### config.mk
export PLATFORM = sky130hd
export DESIGN_NAME = reset_timeout_and_cause_logic
export DESIGN_NICKNAME = d
export VERILOG_FILES = /design/src/design/reset_timeout_pkg.sv /design/src/design/reset_timeout_and_cause_logic.sv
export SDC_FILE = /design/constraint.sdc
export NUM_CORES = 1
export LEC_CHECK = 0
export ABC_AREA = 0
export BUFFER_PORTS_ARGS = -buffer_cell sky130_fd_sc_hd__buf_4
export CAP_MARGIN = 20
export CORE_MARGIN = 2
export CORE_UTILIZATION = 49
export CTS_BUF_LIST = sky130_fd_sc_hd__clkbuf_2
export DETAILED_ROUTE_END_ITERATION = 8
export PLACE_DENSITY = 0.79
export SLEW_MARGIN = 20
export SYNTH_ARGS = -nofsm -noshare
export SYNTH_HDL_FRONTEND = slang
export SYNTH_SLANG_ARGS = --single-unit
### constraint.sdc
create_clock -name clk_i -period 2 [get_ports clk_i]
set_input_delay 0.4 -clock clk_i [delete_from_list [all_inputs] [get_ports clk_i]]
set_output_delay 0.4 -clock clk_i [all_outputs]
set_load 0.1 [all_outputs]
### src/design/reset_timeout_pkg.sv
package reset_timeout_pkg;

   // Clock and delays
   localparam int unsigned CLK_MHZ              = 40;
   localparam int unsigned POWER_UP_DELAY_US    = 72000;
   localparam int unsigned POWER_UP_DELAY_CYC   = POWER_UP_DELAY_US * CLK_MHZ;
   localparam int unsigned OSC_STARTUP_PERIODS  = 1024;
   localparam int unsigned DELAY_CNT_W          = 22;
   localparam int unsigned OSC_CNT_W            = 11;

   // Program counter
   localparam int unsigned PC_W                 = 13;
   localparam logic [12:0] PC_RESET_ADDR        = 13'h0000;
   localparam logic [12:0] PC_IRQ_VECTOR        = 13'h0004;

   // Register map, byte addresses
   localparam logic [7:0]  ADDR_POWER_RESET_CAUSE = 8'h00;
   localparam logic [7:0]  ADDR_RESET_STATUS      = 8'h04;
   localparam logic [7:0]  ADDR_CONFIG            = 8'h08;

   // power_reset_cause fields
   localparam int unsigned BIT_BROWNOUT_FLAG    = 0;
   localparam int unsigned BIT_POWER_ON_FLAG    = 1;
   // reset_status fields
   localparam int unsigned BIT_WATCHDOG_EXP     = 0;
   localparam int unsigned BIT_SLEEP_ENTERED    = 1;
   localparam int unsigned BIT_CORE_RESET       = 2;
   localparam int unsigned BIT_SLEEPING         = 3;
   localparam int unsigned STATE_LSB            = 4;
   // config fields
   localparam int unsigned CFG_MODE_LSB         = 0;
   localparam int unsigned BIT_DELAY_OFF        = 2;
   localparam int unsigned BIT_BROWNOUT_EN      = 3;

   // Oscillator modes
   localparam logic [1:0]  OSC_LOW_POWER_CRYSTAL  = 2'h0;
   localparam logic [1:0]  OSC_CRYSTAL            = 2'h1;
   localparam logic [1:0]  OSC_HIGH_SPEED_CRYSTAL = 2'h2;
   localparam logic [1:0]  OSC_RESISTOR_CAPACITOR = 2'h3;

   // Reset values
   localparam logic [1:0]  CFG_MODE_RESET       = 2'h1;
   localparam logic        CFG_DELAY_OFF_RESET  = 1'b0;
   localparam logic        CFG_BO_EN_RESET      = 1'b1;

   typedef enum logic [4:0] {
      ST_RUN   = 5'h01,
      ST_HOLD  = 5'h02,
      ST_DELAY = 5'h04,
      ST_OSC   = 5'h08,
      ST_PULSE = 5'h10
   } seq_state_e;

   typedef struct packed {
      logic        psel;
      logic        penable;
      logic        pwrite;
      logic [7:0]  paddr;
      logic [31:0] pwdata;
   } apb_req_s;

   typedef struct packed {
      logic [31:0] prdata;
      logic        pready;
      logic        pslverr;
   } apb_rsp_s;

   typedef struct packed {
      seq_state_e              state;
      logic [DELAY_CNT_W-1:0]  delay_cnt;
      logic [OSC_CNT_W-1:0]    osc_cnt;
      logic                    osc_prev;
      logic                    pin_prev;
      logic                    brownout_seen;
      logic                    sleeping;
      logic                    watchdog_expired_n;
      logic                    sleep_entered_n;
      logic                    brownout_flag_n;
      logic                    power_on_flag_n;
      logic [1:0]              osc_mode;
      logic                    power_up_delay_off;
      logic                    brownout_enable;
      logic                    pc_load;
      logic [PC_W-1:0]         pc_target;
      logic                    bank_clear;
      logic [31:0]             prdata;
   } seq_regs_s;

endpackage : reset_timeout_pkg

### src/design/reset_timeout_and_cause_logic.sv
`timescale 1ns/1ps
// Overview of operation
// - Power-on starts enabled power-up delay, core held
// - Crystal modes count 1024 oscillator cycles after delay
// - Pin held low past delays: run at release
// - Crystal: delay plus count; delay alone otherwise
// - Brown-out flag bit 0, cleared on brown-out
// - Brown-out flag undefined while detector disabled
// - Power-on flag bit 1, cleared by power-on or a software write
// - Power-on: both flags set, PC zero, banks cleared
// - Power-on flag stays low through sleep until software sets it
// - Pin reset running: PC zero, banks cleared only
// - Pin reset asleep: PC zero, expired set, sleep cleared
// - Interrupt wake: next address, expired set, sleep cleared
// - Wake with interrupts enabled loads interrupt vector
// - Unimplemented bits read as zero
// - Brown-out holds reset, then always runs delay
// - Oscillator count only crystal, power-on, brown-out or wake
// - Watchdog reset never drives reset pin low
module reset_timeout_and_cause_logic #(
   parameter int unsigned POWER_UP_DELAY_CYCLES = reset_timeout_pkg::POWER_UP_DELAY_CYC,
   parameter int unsigned OSC_STARTUP_CYCLES    = reset_timeout_pkg::OSC_STARTUP_PERIODS
) (
   // Clock and reset
   input  wire logic                        clk_i,
   input  wire logic                        rst_n_i,
   // Register bus
   input  wire reset_timeout_pkg::apb_req_s apb_req_i,
   output      reset_timeout_pkg::apb_rsp_s apb_rsp_o,
   // Supply detectors, pin and oscillator
   input  wire logic                        power_on_detect_i,
   input  wire logic                        supply_low_i,
   input  wire logic                        external_reset_n_i,
   input  wire logic                        osc_clk_i,
   // Core events
   input  wire logic                        watchdog_timeout_i,
   input  wire logic                        wake_irq_i,
   input  wire logic                        global_irq_enable_i,
   input  wire logic                        sleep_cmd_i,
   input  wire logic                        watchdog_clear_cmd_i,
   input  wire logic [12:0]                 pc_current_i,
   // Core control
   output      logic                        core_reset_o,
   output      logic                        core_run_o,
   output      logic                        pc_load_o,
   output      logic [12:0]                 pc_target_o,
   output      logic                        bank_clear_o,
   output      logic                        watchdog_expired_n_o,
   output      logic                        sleep_entered_n_o
);

   //////////////////////////////////////////////////////////////////////////////
   localparam logic [reset_timeout_pkg::DELAY_CNT_W-1:0] DELAY_LAST =
      reset_timeout_pkg::DELAY_CNT_W'(POWER_UP_DELAY_CYCLES - 1);
   localparam logic [reset_timeout_pkg::OSC_CNT_W-1:0] OSC_LAST =
      reset_timeout_pkg::OSC_CNT_W'(OSC_STARTUP_CYCLES - 1);

   reset_timeout_pkg::seq_regs_s r;
   reset_timeout_pkg::seq_regs_s next_r;

   logic crystal;
   logic delay_wanted;
   logic brownout_active;
   logic pin_fall;
   logic osc_edge;
   logic setup;
   logic access;
   logic wr;
   logic mapped;

   //////////////////////////////////////////////////////////////////////////////
   always_comb
   begin
      crystal         = (r.osc_mode != reset_timeout_pkg::OSC_RESISTOR_CAPACITOR);
      delay_wanted    = ~r.power_up_delay_off | r.brownout_enable;
      brownout_active = r.brownout_enable & supply_low_i;
      pin_fall        = r.pin_prev & ~external_reset_n_i;
      osc_edge        = osc_clk_i & ~r.osc_prev;
      setup           = apb_req_i.psel & ~apb_req_i.penable;
      access          = apb_req_i.psel & apb_req_i.penable;
      wr              = access & apb_req_i.pwrite;
      mapped          = (apb_req_i.paddr == reset_timeout_pkg::ADDR_POWER_RESET_CAUSE) |
                        (apb_req_i.paddr == reset_timeout_pkg::ADDR_RESET_STATUS) |
                        (apb_req_i.paddr == reset_timeout_pkg::ADDR_CONFIG);
   end

   //////////////////////////////////////////////////////////////////////////////
   always_comb
   begin
      next_r            = r;
      next_r.pc_load    = 1'b0;
      next_r.bank_clear = 1'b0;
      next_r.osc_prev   = osc_clk_i;
      next_r.pin_prev   = external_reset_n_i;

      // Software writes first so that any hardware event below wins the cycle
      if (wr && apb_req_i.paddr == reset_timeout_pkg::ADDR_POWER_RESET_CAUSE)
      begin
         next_r.brownout_flag_n = apb_req_i.pwdata[reset_timeout_pkg::BIT_BROWNOUT_FLAG];
         next_r.power_on_flag_n = apb_req_i.pwdata[reset_timeout_pkg::BIT_POWER_ON_FLAG];
      end
      if (wr && apb_req_i.paddr == reset_timeout_pkg::ADDR_CONFIG)
      begin
         next_r.osc_mode           = apb_req_i.pwdata[reset_timeout_pkg::CFG_MODE_LSB +: 2];
         next_r.power_up_delay_off = apb_req_i.pwdata[reset_timeout_pkg::BIT_DELAY_OFF];
         next_r.brownout_enable    = apb_req_i.pwdata[reset_timeout_pkg::BIT_BROWNOUT_EN];
      end

      // Instruction side effects on the cause flags
      if (sleep_cmd_i && r.state == reset_timeout_pkg::ST_RUN)
      begin
         next_r.sleeping           = 1'b1;
         next_r.watchdog_expired_n = 1'b1;
         next_r.sleep_entered_n    = 1'b0;
      end
      else if (watchdog_clear_cmd_i)
      begin
         next_r.watchdog_expired_n = 1'b1;
         next_r.sleep_entered_n    = 1'b1;
      end

      // Sequencer
      case (r.state)
         reset_timeout_pkg::ST_RUN:
         begin
            next_r.delay_cnt = '0;
            next_r.osc_cnt   = '0;
         end
         reset_timeout_pkg::ST_HOLD:
         begin
            // Each new rise above threshold restarts the delay from zero
            next_r.delay_cnt = '0;
            if (!brownout_active)
            begin
               next_r.state = reset_timeout_pkg::ST_DELAY;
            end
         end
         reset_timeout_pkg::ST_DELAY:
         begin
            if (r.delay_cnt == DELAY_LAST)
            begin
               next_r.delay_cnt = '0;
               next_r.osc_cnt   = '0;
               // RC mode ends here; crystal modes go on to count
               next_r.state     = crystal ? reset_timeout_pkg::ST_OSC : reset_timeout_pkg::ST_RUN;
            end
            else
            begin
               next_r.delay_cnt = r.delay_cnt + 1'b1;
            end
         end
         reset_timeout_pkg::ST_OSC:
         begin
            if (osc_edge)
            begin
               if (r.osc_cnt == OSC_LAST)
               begin
                  next_r.state = reset_timeout_pkg::ST_RUN;
               end
               else
               begin
                  next_r.osc_cnt = r.osc_cnt + 1'b1;
               end
            end
         end
         reset_timeout_pkg::ST_PULSE:
         begin
            next_r.state = reset_timeout_pkg::ST_RUN;
         end
         default:
         begin
            next_r.state = reset_timeout_pkg::ST_HOLD;
         end
      endcase

      // Reset and wake events, highest priority first
      if (power_on_detect_i)
      begin
         next_r.power_on_flag_n    = 1'b0;
         next_r.watchdog_expired_n = 1'b1;
         next_r.sleep_entered_n    = 1'b1;
         next_r.sleeping           = 1'b0;
         next_r.pc_load            = 1'b1;
         next_r.pc_target          = reset_timeout_pkg::PC_RESET_ADDR;
         next_r.bank_clear         = 1'b1;
         next_r.delay_cnt          = '0;
         next_r.osc_cnt            = '0;
         if (delay_wanted)
         begin
            next_r.state = reset_timeout_pkg::ST_DELAY;
         end
         else
         begin
            next_r.state = crystal ? reset_timeout_pkg::ST_OSC : reset_timeout_pkg::ST_RUN;
         end
      end
      else if (brownout_active)
      begin
         // Brown-out flag is left alone when the detector is off
         next_r.brownout_flag_n    = 1'b0;
         next_r.watchdog_expired_n = 1'b1;
         next_r.sleep_entered_n    = 1'b1;
         next_r.sleeping           = 1'b0;
         next_r.pc_load            = 1'b1;
         next_r.pc_target          = reset_timeout_pkg::PC_RESET_ADDR;
         next_r.bank_clear         = 1'b1;
         next_r.state              = reset_timeout_pkg::ST_HOLD;
      end
      else if (pin_fall && r.state != reset_timeout_pkg::ST_DELAY && r.state != reset_timeout_pkg::ST_OSC)
      begin
         next_r.pc_load    = 1'b1;
         next_r.pc_target  = reset_timeout_pkg::PC_RESET_ADDR;
         next_r.bank_clear = 1'b1;
         if (r.sleeping)
         begin
            next_r.watchdog_expired_n = 1'b1;
            next_r.sleep_entered_n    = 1'b0;
            next_r.sleeping           = 1'b0;
            next_r.state              = reset_timeout_pkg::ST_RUN;
         end
      end
      else if (watchdog_timeout_i && r.state == reset_timeout_pkg::ST_RUN)
      begin
         next_r.watchdog_expired_n = 1'b0;
         next_r.pc_load            = 1'b1;
         if (r.sleeping)
         begin
            next_r.sleep_entered_n = 1'b0;
            next_r.sleeping        = 1'b0;
            next_r.pc_target       = PC_W_NEXT(pc_current_i);
            next_r.state           = crystal ? reset_timeout_pkg::ST_OSC : reset_timeout_pkg::ST_RUN;
         end
         else
         begin
            // Internal pulse only; the reset pin has no output driver here
            next_r.sleep_entered_n = 1'b1;
            next_r.pc_target       = reset_timeout_pkg::PC_RESET_ADDR;
            next_r.bank_clear      = 1'b1;
            next_r.state           = reset_timeout_pkg::ST_PULSE;
         end
      end
      else if (wake_irq_i && r.sleeping && r.state == reset_timeout_pkg::ST_RUN)
      begin
         next_r.watchdog_expired_n = 1'b1;
         next_r.sleep_entered_n    = 1'b0;
         next_r.sleeping           = 1'b0;
         next_r.pc_load            = 1'b1;
         next_r.pc_target          = global_irq_enable_i ? reset_timeout_pkg::PC_IRQ_VECTOR
                                                         : PC_W_NEXT(pc_current_i);
         next_r.state              = crystal ? reset_timeout_pkg::ST_OSC : reset_timeout_pkg::ST_RUN;
      end

      // Read data is captured in the setup phase so it leaves a flop
      if (setup)
      begin
         next_r.prdata = '0;
         case (apb_req_i.paddr)
            reset_timeout_pkg::ADDR_POWER_RESET_CAUSE:
            begin
               next_r.prdata[reset_timeout_pkg::BIT_BROWNOUT_FLAG] = r.brownout_flag_n;
               next_r.prdata[reset_timeout_pkg::BIT_POWER_ON_FLAG] = r.power_on_flag_n;
            end
            reset_timeout_pkg::ADDR_RESET_STATUS:
            begin
               next_r.prdata[reset_timeout_pkg::BIT_WATCHDOG_EXP]  = r.watchdog_expired_n;
               next_r.prdata[reset_timeout_pkg::BIT_SLEEP_ENTERED] = r.sleep_entered_n;
               next_r.prdata[reset_timeout_pkg::BIT_CORE_RESET]    = core_reset_o;
               next_r.prdata[reset_timeout_pkg::BIT_SLEEPING]      = r.sleeping;
               next_r.prdata[reset_timeout_pkg::STATE_LSB +: 5]    = r.state;
            end
            reset_timeout_pkg::ADDR_CONFIG:
            begin
               next_r.prdata[reset_timeout_pkg::CFG_MODE_LSB +: 2]  = r.osc_mode;
               next_r.prdata[reset_timeout_pkg::BIT_DELAY_OFF]      = r.power_up_delay_off;
               next_r.prdata[reset_timeout_pkg::BIT_BROWNOUT_EN]    = r.brownout_enable;
            end
            default:
            begin
               next_r.prdata = '0;
            end
         endcase
      end
   end

   function automatic logic [reset_timeout_pkg::PC_W-1:0] PC_W_NEXT(input logic [12:0] pc);
      PC_W_NEXT = pc + 13'h0001;
   endfunction : PC_W_NEXT

   //////////////////////////////////////////////////////////////////////////////
   always_ff @(posedge clk_i)
   begin
      if (!rst_n_i)
      begin
         r                    <= '0;
         r.state              <= reset_timeout_pkg::ST_HOLD;
         r.pin_prev           <= 1'b1;
         r.watchdog_expired_n <= 1'b1;
         r.sleep_entered_n    <= 1'b1;
         r.osc_mode           <= reset_timeout_pkg::CFG_MODE_RESET;
         r.power_up_delay_off <= reset_timeout_pkg::CFG_DELAY_OFF_RESET;
         r.brownout_enable    <= reset_timeout_pkg::CFG_BO_EN_RESET;
      end
      else
      begin
         r <= next_r;
      end
   end

   //////////////////////////////////////////////////////////////////////////////
   always_comb
   begin
      // The pin term lets parts sharing one pin start together
      core_reset_o          = (r.state == reset_timeout_pkg::ST_HOLD) |
                              (r.state == reset_timeout_pkg::ST_DELAY) |
                              (r.state == reset_timeout_pkg::ST_PULSE) |
                              ((r.state == reset_timeout_pkg::ST_OSC) & ~r.sleeping & r.pc_target ==
                               reset_timeout_pkg::PC_RESET_ADDR) |
                              ~external_reset_n_i;
      core_run_o            = (r.state == reset_timeout_pkg::ST_RUN) & external_reset_n_i & ~r.sleeping;
      pc_load_o             = r.pc_load;
      pc_target_o           = r.pc_target;
      bank_clear_o          = r.bank_clear;
      watchdog_expired_n_o  = r.watchdog_expired_n;
      sleep_entered_n_o     = r.sleep_entered_n;
      apb_rsp_o.prdata      = r.prdata;
      apb_rsp_o.pready      = access;
      apb_rsp_o.pslverr     = access & ~mapped;
   end

endmodule : reset_timeout_and_cause_logic

## Word-level counts from Yosys, hierarchy flattened

Cells that the tools add are included.

- Register bits after elaboration: 73
- Input port bits: 67
- Word-level logic and storage cells: 120

- $add $sub $neg: 3
- Equality and inequality tests: 15
- Mux-type cells: 42
- Bitwise gates (word level): 25
- Reductions and logical operators: 18

Operators with widths:

| operator | number |
|---|---|
| 5-bit 2-to-1 mux | 11 |
| 15-bit 2-to-1 mux | 3 |
| 22-bit one-hot mux with 2 select lines | 1 |
| 11-bit 2-to-1 mux | 3 |
| 11-bit one-hot mux with 3 select lines | 1 |
| 14-bit 2-to-1 mux | 2 |
| 13-bit 2-to-1 mux | 2 |
| 5-bit one-hot mux with 5 select lines | 1 |
| 22-bit by 1-bit adder with 22-bit output (second input constant) | 1 |
| 22-bit == test (second input constant) | 1 |
| 22-bit 2-to-1 mux | 1 |
| 13-bit by 1-bit adder with 13-bit output (second input constant) | 1 |
| 13-bit logical NOT | 1 |
| 3-bit 2-to-1 mux | 4 |
| 11-bit by 1-bit adder with 11-bit output (second input constant) | 1 |
| 1-bit AND | 11 |
| 11-bit by 10-bit == test with 1-bit output (second input constant) | 1 |
| 8-bit by 3-bit == test with 1-bit output (second input constant) | 1 |
| 8-bit by 4-bit == test with 1-bit output (second input constant) | 1 |
| 1-bit logical AND | 8 |
| 8-bit logical NOT | 1 |
| 4-bit 2-to-1 mux | 2 |
| 2-bit inequality test (second input constant) | 4 |
| 1-bit inverter | 7 |
| other kinds (18) | 33 |

## Depth between registers and ports, before layout

- Depth in word-level cells: 9
- Depth in mapped cells: 8
- Mapped depth without buffers: 6

## Worst setup path before layout

OpenSTA, ideal clock, no wires.

- Path type: register to output
- Start point: reg r[96] (netlist bit)
- End point: out core_run_o
- Arrival: 3.067 ns
- Required time: 1.600 ns
- Path slack: -1.467 ns
- Cell stages (with the launch flop): 5
- Path buffers: 1
- Path through: dfxtp_1 -> buf_2 -> nor3_2 -> nand2_1 -> nor3b_1

- Cells in the longest elaborated chain, start to end: 3

Ends and longest elaborated chain:

| item | line | text |
|---|---|---|
| start: declaration | reset_timeout_and_cause_logic.sv:58 | `reset_timeout_pkg::seq_regs_s r;` |
| start signal: assignment | reset_timeout_and_cause_logic.sv:305 | `r <= next_r;` |
| 5-bit by 1-bit == test with 1-bit output | reset_timeout_and_cause_logic.sv:319 | `core_run_o = (r.state == reset_timeout_pkg::ST_RUN) & external_reset_n_i & ~r.sleeping;` |
| 1-bit AND (2 in a row) | reset_timeout_and_cause_logic.sv:319 |  |
| end: declaration | reset_timeout_and_cause_logic.sv:44 | `output logic core_run_o,` |

Every way passes these cells.

## Worst setup path in the final report

- Start point: reg r[93] (netlist bit)
- End point: out core_reset_o

- Cells in the longest elaborated chain, start to end: 5
- Elaborated cells on any way between the ends: 10
- Classes of those cells: eq/ne (4); bitwise (6)

Ends and longest elaborated chain:

| item | line | text |
|---|---|---|
| 5-bit by 2-bit == test with 1-bit output, or another cell as far along | reset_timeout_and_cause_logic.sv:313 | `core_reset_o = (r.state == reset_timeout_pkg::ST_HOLD) \|` |
| 1-bit bitwise OR / 1-bit AND (equally long branches) | reset_timeout_and_cause_logic.sv:313, reset_timeout_and_cause_logic.sv:316 |  |
| 1-bit bitwise OR / 1-bit AND (equally long branches) | reset_timeout_and_cause_logic.sv:314, reset_timeout_and_cause_logic.sv:316 |  |
| 1-bit bitwise OR (*) | reset_timeout_and_cause_logic.sv:315 | `(r.state == reset_timeout_pkg::ST_PULSE) \|` |
| 1-bit bitwise OR (*) | reset_timeout_and_cause_logic.sv:317 | `reset_timeout_pkg::PC_RESET_ADDR) \|` |
| end: declaration | reset_timeout_and_cause_logic.sv:43 | `output logic core_reset_o,` |

Mark *: on every way between the ends. The rest lies on a longest branch, timed or not.

==> metrics.csv <==
stage,metric,value,unit
clocking,clk buf depth,2,
sta,min Tclk post-route,2.27,ns
drt,Routed WL,10400,um
power_and_ir_drop,Logic pwr share,0.201,
finish,sequential cell area,0.00149,mm2
placement,gpl congestion,0.911,
global_routing,Global Route Usage Sum,0.219,
placement,I/O Buffers,68,
finish,n_diodes,0,
global_routing,vias in the first global route,3622,
global_routing,first-pass GRT wire length,16200,um
power_and_ir_drop,pwr dens,545,mW/mm2
global_routing,total congestion overflow,0,
run_status,failing checks,negative setup slack,
yosys,Syn Inst Count,512,
clocking,cts hold-fix bufs,0,
yosys,ys flop type,dfxtp_1,
setup_path,Worst Setup Path Type,flip-flop to output pin,
yosys,top-area cell type share of the netlist area,0.349,
clocking,TritonCTS buffer count,9,
clocking,clock latency at the later pin of the worst-skew pair,0.51,ns
finish,Non-Filler Instances,708,
yosys,list of most frequent post-synthesis cells,"dfxtp_1 (73), nor2_1 (54), buf_4 (47)",
sta,slew margin rel.,0.620,
finish,nets,669,
sta,hold slack,0.0852,ns
power_and_ir_drop,Leak,0.00201,uW
flow_run,max-capacitance violation count,0,
floorplan,core area,0.00826,mm2
yosys,top-count cell post-synth,dfxtp_1,
sta,endpoints failing setup,8,
yosys,Netlist Area Pre-Place,0.00419,mm2
drt,DRC violations left,0,
finish,layout cells sized above 1,0.300,
finish,multi-input logic area,0.00247,mm2
global_routing,initial antenna violation count,0,
sta,Final Worst Setup Slack,-0.272,ns
setup_path,crit end category,output pin,
floorplan,FP Rows,33,
floorplan,Die Area,0.00930,mm2
setup_path,Max Fanout on Critical Path,4,
clocking,"Reg clk slew, reported paths",0.20,ns
clocking,clk sinks,73,
setup_path,critical path arrival,1.87,ns
finish,final instance area,0.00516,mm2
global_routing,pin count of the biggest net entering global routing,20,
sta,worst slew pin tran,0.567,ns
setup_path,CP required,1.60,ns
setup_path,reg2reg start,r[92]$_SDFF_PN0_,
min_path,Hold WC Path Type,input port to flip-flop,
sta,max-slew violation count,0,
power_and_ir_drop,Internal Pwr Total,1900,uW
setup_path,Critical path origin,r[93]$_SDFF_PN1_,
drt,routed vias,3950,
yosys,Synth Register Bits,73,
placement,Placement Cell Area,0.00479,mm2
floorplan,initial core utilization,0.507,
yosys,synth top area cells,"dfxtp_1 (35%), buf_4 (8.4%), nor2_1 (4.8%), xor2_1 (4.2%), a21oi_1 (3.1%)",
power_and_ir_drop,Final Power,2820,uW
yosys,synth warn,0,
yosys,fraction of registers with async set/reset,0,
yosys,leading area contributor after synthesis,dfxtp_1,
power_and_ir_drop,clock power share,0.275,
drt,ratio of routed vias to standard cells,5.58,
power_and_ir_drop,Switching Share,0.326,
finish,# fillers,701,
placement,placed insts,678,
finish,area grow syn2layout,23.3,%
setup_path,Worst setup SP type,flip-flop,
setup_path,r2r setup slk,-0.04,ns
sta,clk_skew,0.0203,ns
floorplan,# IOs,120,
yosys,"EDFF count, synth",0,
power_and_ir_drop,Peak VDD IR,0.000219,V
clocking,CTS tree,yes,
placement,Place WS,-0.00958,ns
yosys,post-synthesis cell type count,58,
drt,routed wire length per instance,14.6,um
drt,drt initial violations,239,
power_and_ir_drop,Seq pwr share,0.523,
min_path,worst hold start,external_reset_n_i,
sta,Final Hold Violating Endpoints,0,
run_status,outcome,"complete, but fails checks",
sta,Max Fclk,440,MHz
power_and_ir_drop,Psw,918,uW
yosys,Syn Area/Cell,8.18,um2
sta,Tcrit/Tclk final,1.14,
floorplan,Die W,96.5,um
drt,drt first pass iters,5,
placement,post-DP HPWL,7370,um
floorplan,Die Span Y,96.5,um
yosys,register area share after synthesis,0.349,
drt,final antenna-violating net count,0,
clocking,CTS Root Cell,clkbuf_2,
clocking,H-tree Lvls,3,
sta,RSZ-0062 raised after global routing,true,
==> cells by family (layout without fill, tap and decap cells) <==
logic type / Yosys count / count (layout) / synth area share
simple gates: 210 / 210 / 0.266
compound gates: 110 / 111 / 0.174
buf+inv: 75 / 143 / 0.115
flops: 73 / 73 / 0.349
xor+xnor: 30 / 30 / 0.0627
mux: 10 / 10 / 0.0239
fa+ha+maj: 3 / 3 / 0.00896
other cells: 1 / 23 / 0.000895
==> worst max-delay path, stage by stage (launching register included) <==
cell and delay [ns]:
dfxtp_4 0.41, buf_6 0.13, xor2_1 0.13, o211ai_1 0.21, o211ai_1 0.13, buf_4 0.18
buf_12 0.16
==> area by class of cell <==
type / instances / area share
tap: 105 / 0.0254
timing repair buffer: 122 / 0.186
clock inverter: 5 / 0.00921
clock buffer: 10 / 0.00969
multi-input combinational: 387 / 0.478
sequential: 73 / 0.288
inverter: 6 / 0.00436
==> power by group through the flow <==
stage	combinational [uW]	sequential (uW)	clock, uW
6_report	567	1470	776
5_1_grt	594	1480	847
4_1_cts	548	1470	795
3_5_place_dp	532	1510	0
3_3_place_gp	525	1500	0
2_1_floorplan	406	1520	0
==> worst paths after layout <==
| path | endpoint | cells past startpoint |
|---|---|---|
| worst max-delay path | core_reset_o | 6 |
| worst min-delay path | r[57]$_SDFF_PN1_ | 2 |
| worst max register to register | r[67]$_SDFFE_PP0P_ | 7 |
| worst min register to register | apb_rsp_o[5]$_SDFFE_PN0P_ | 2 |
==> registers in the layout, indices dropped and copies added, names as in the netlist <==
| signal | flops |
|---|---|
| bank_clear_o | 1 |
| watchdog_expired_n_o | 1 |
| r | 47 |
| sleep_entered_n_o | 1 |
| apb_rsp_o | 9 |
| pc_load_o | 1 |
| pc_target_o | 13 |
==> routing by layer <==
metal	GRT usage	share of wire
met2	0.384	0.50
met5	0	0
met4	0.0845	0.016
met3	0.0310	0.051
met1	0.273	0.44
==> through the flow <==
step                      setup TNS, ns  utilization
after detailed placement        -0.0231        0.580
after CTS                        -0.527        0.608
after global placement                0        0.580
after floorplan                   -1.67            -
final                            -0.586        0.625
after global routing              -1.64        0.625
==> cells in the final DEF (no fill, tap or decap), types with 16 or more instances in the layout <==
| cell type | Yosys | layout |
|---|---|---|
| conb_1 | 1 | 23 |
| buf_4 | 47 | 115 |
| nand4_1 | 16 | 16 |
| a21oi_1 | 26 | 24 |
| a22oi_1 | 16 | 16 |
| nand2_1 | 33 | 32 |
| o21ai_0 | 18 | 18 |
| nand3_1 | 24 | 24 |
| dfxtp_1 | 73 | 62 |
| xor2_1 | 20 | 20 |
| nor2_1 | 54 | 53 |
==> timing repair <==
action                     4_1_cts  5_1_grt
setup endpoints to repair        9       11
gates cloned                     0        1
hold endpoints to repair         0        0
gates resized for setup         26       20
setup buffers                    7        7
pin swaps                        6        5
Power figures use the tool's default switching activity.
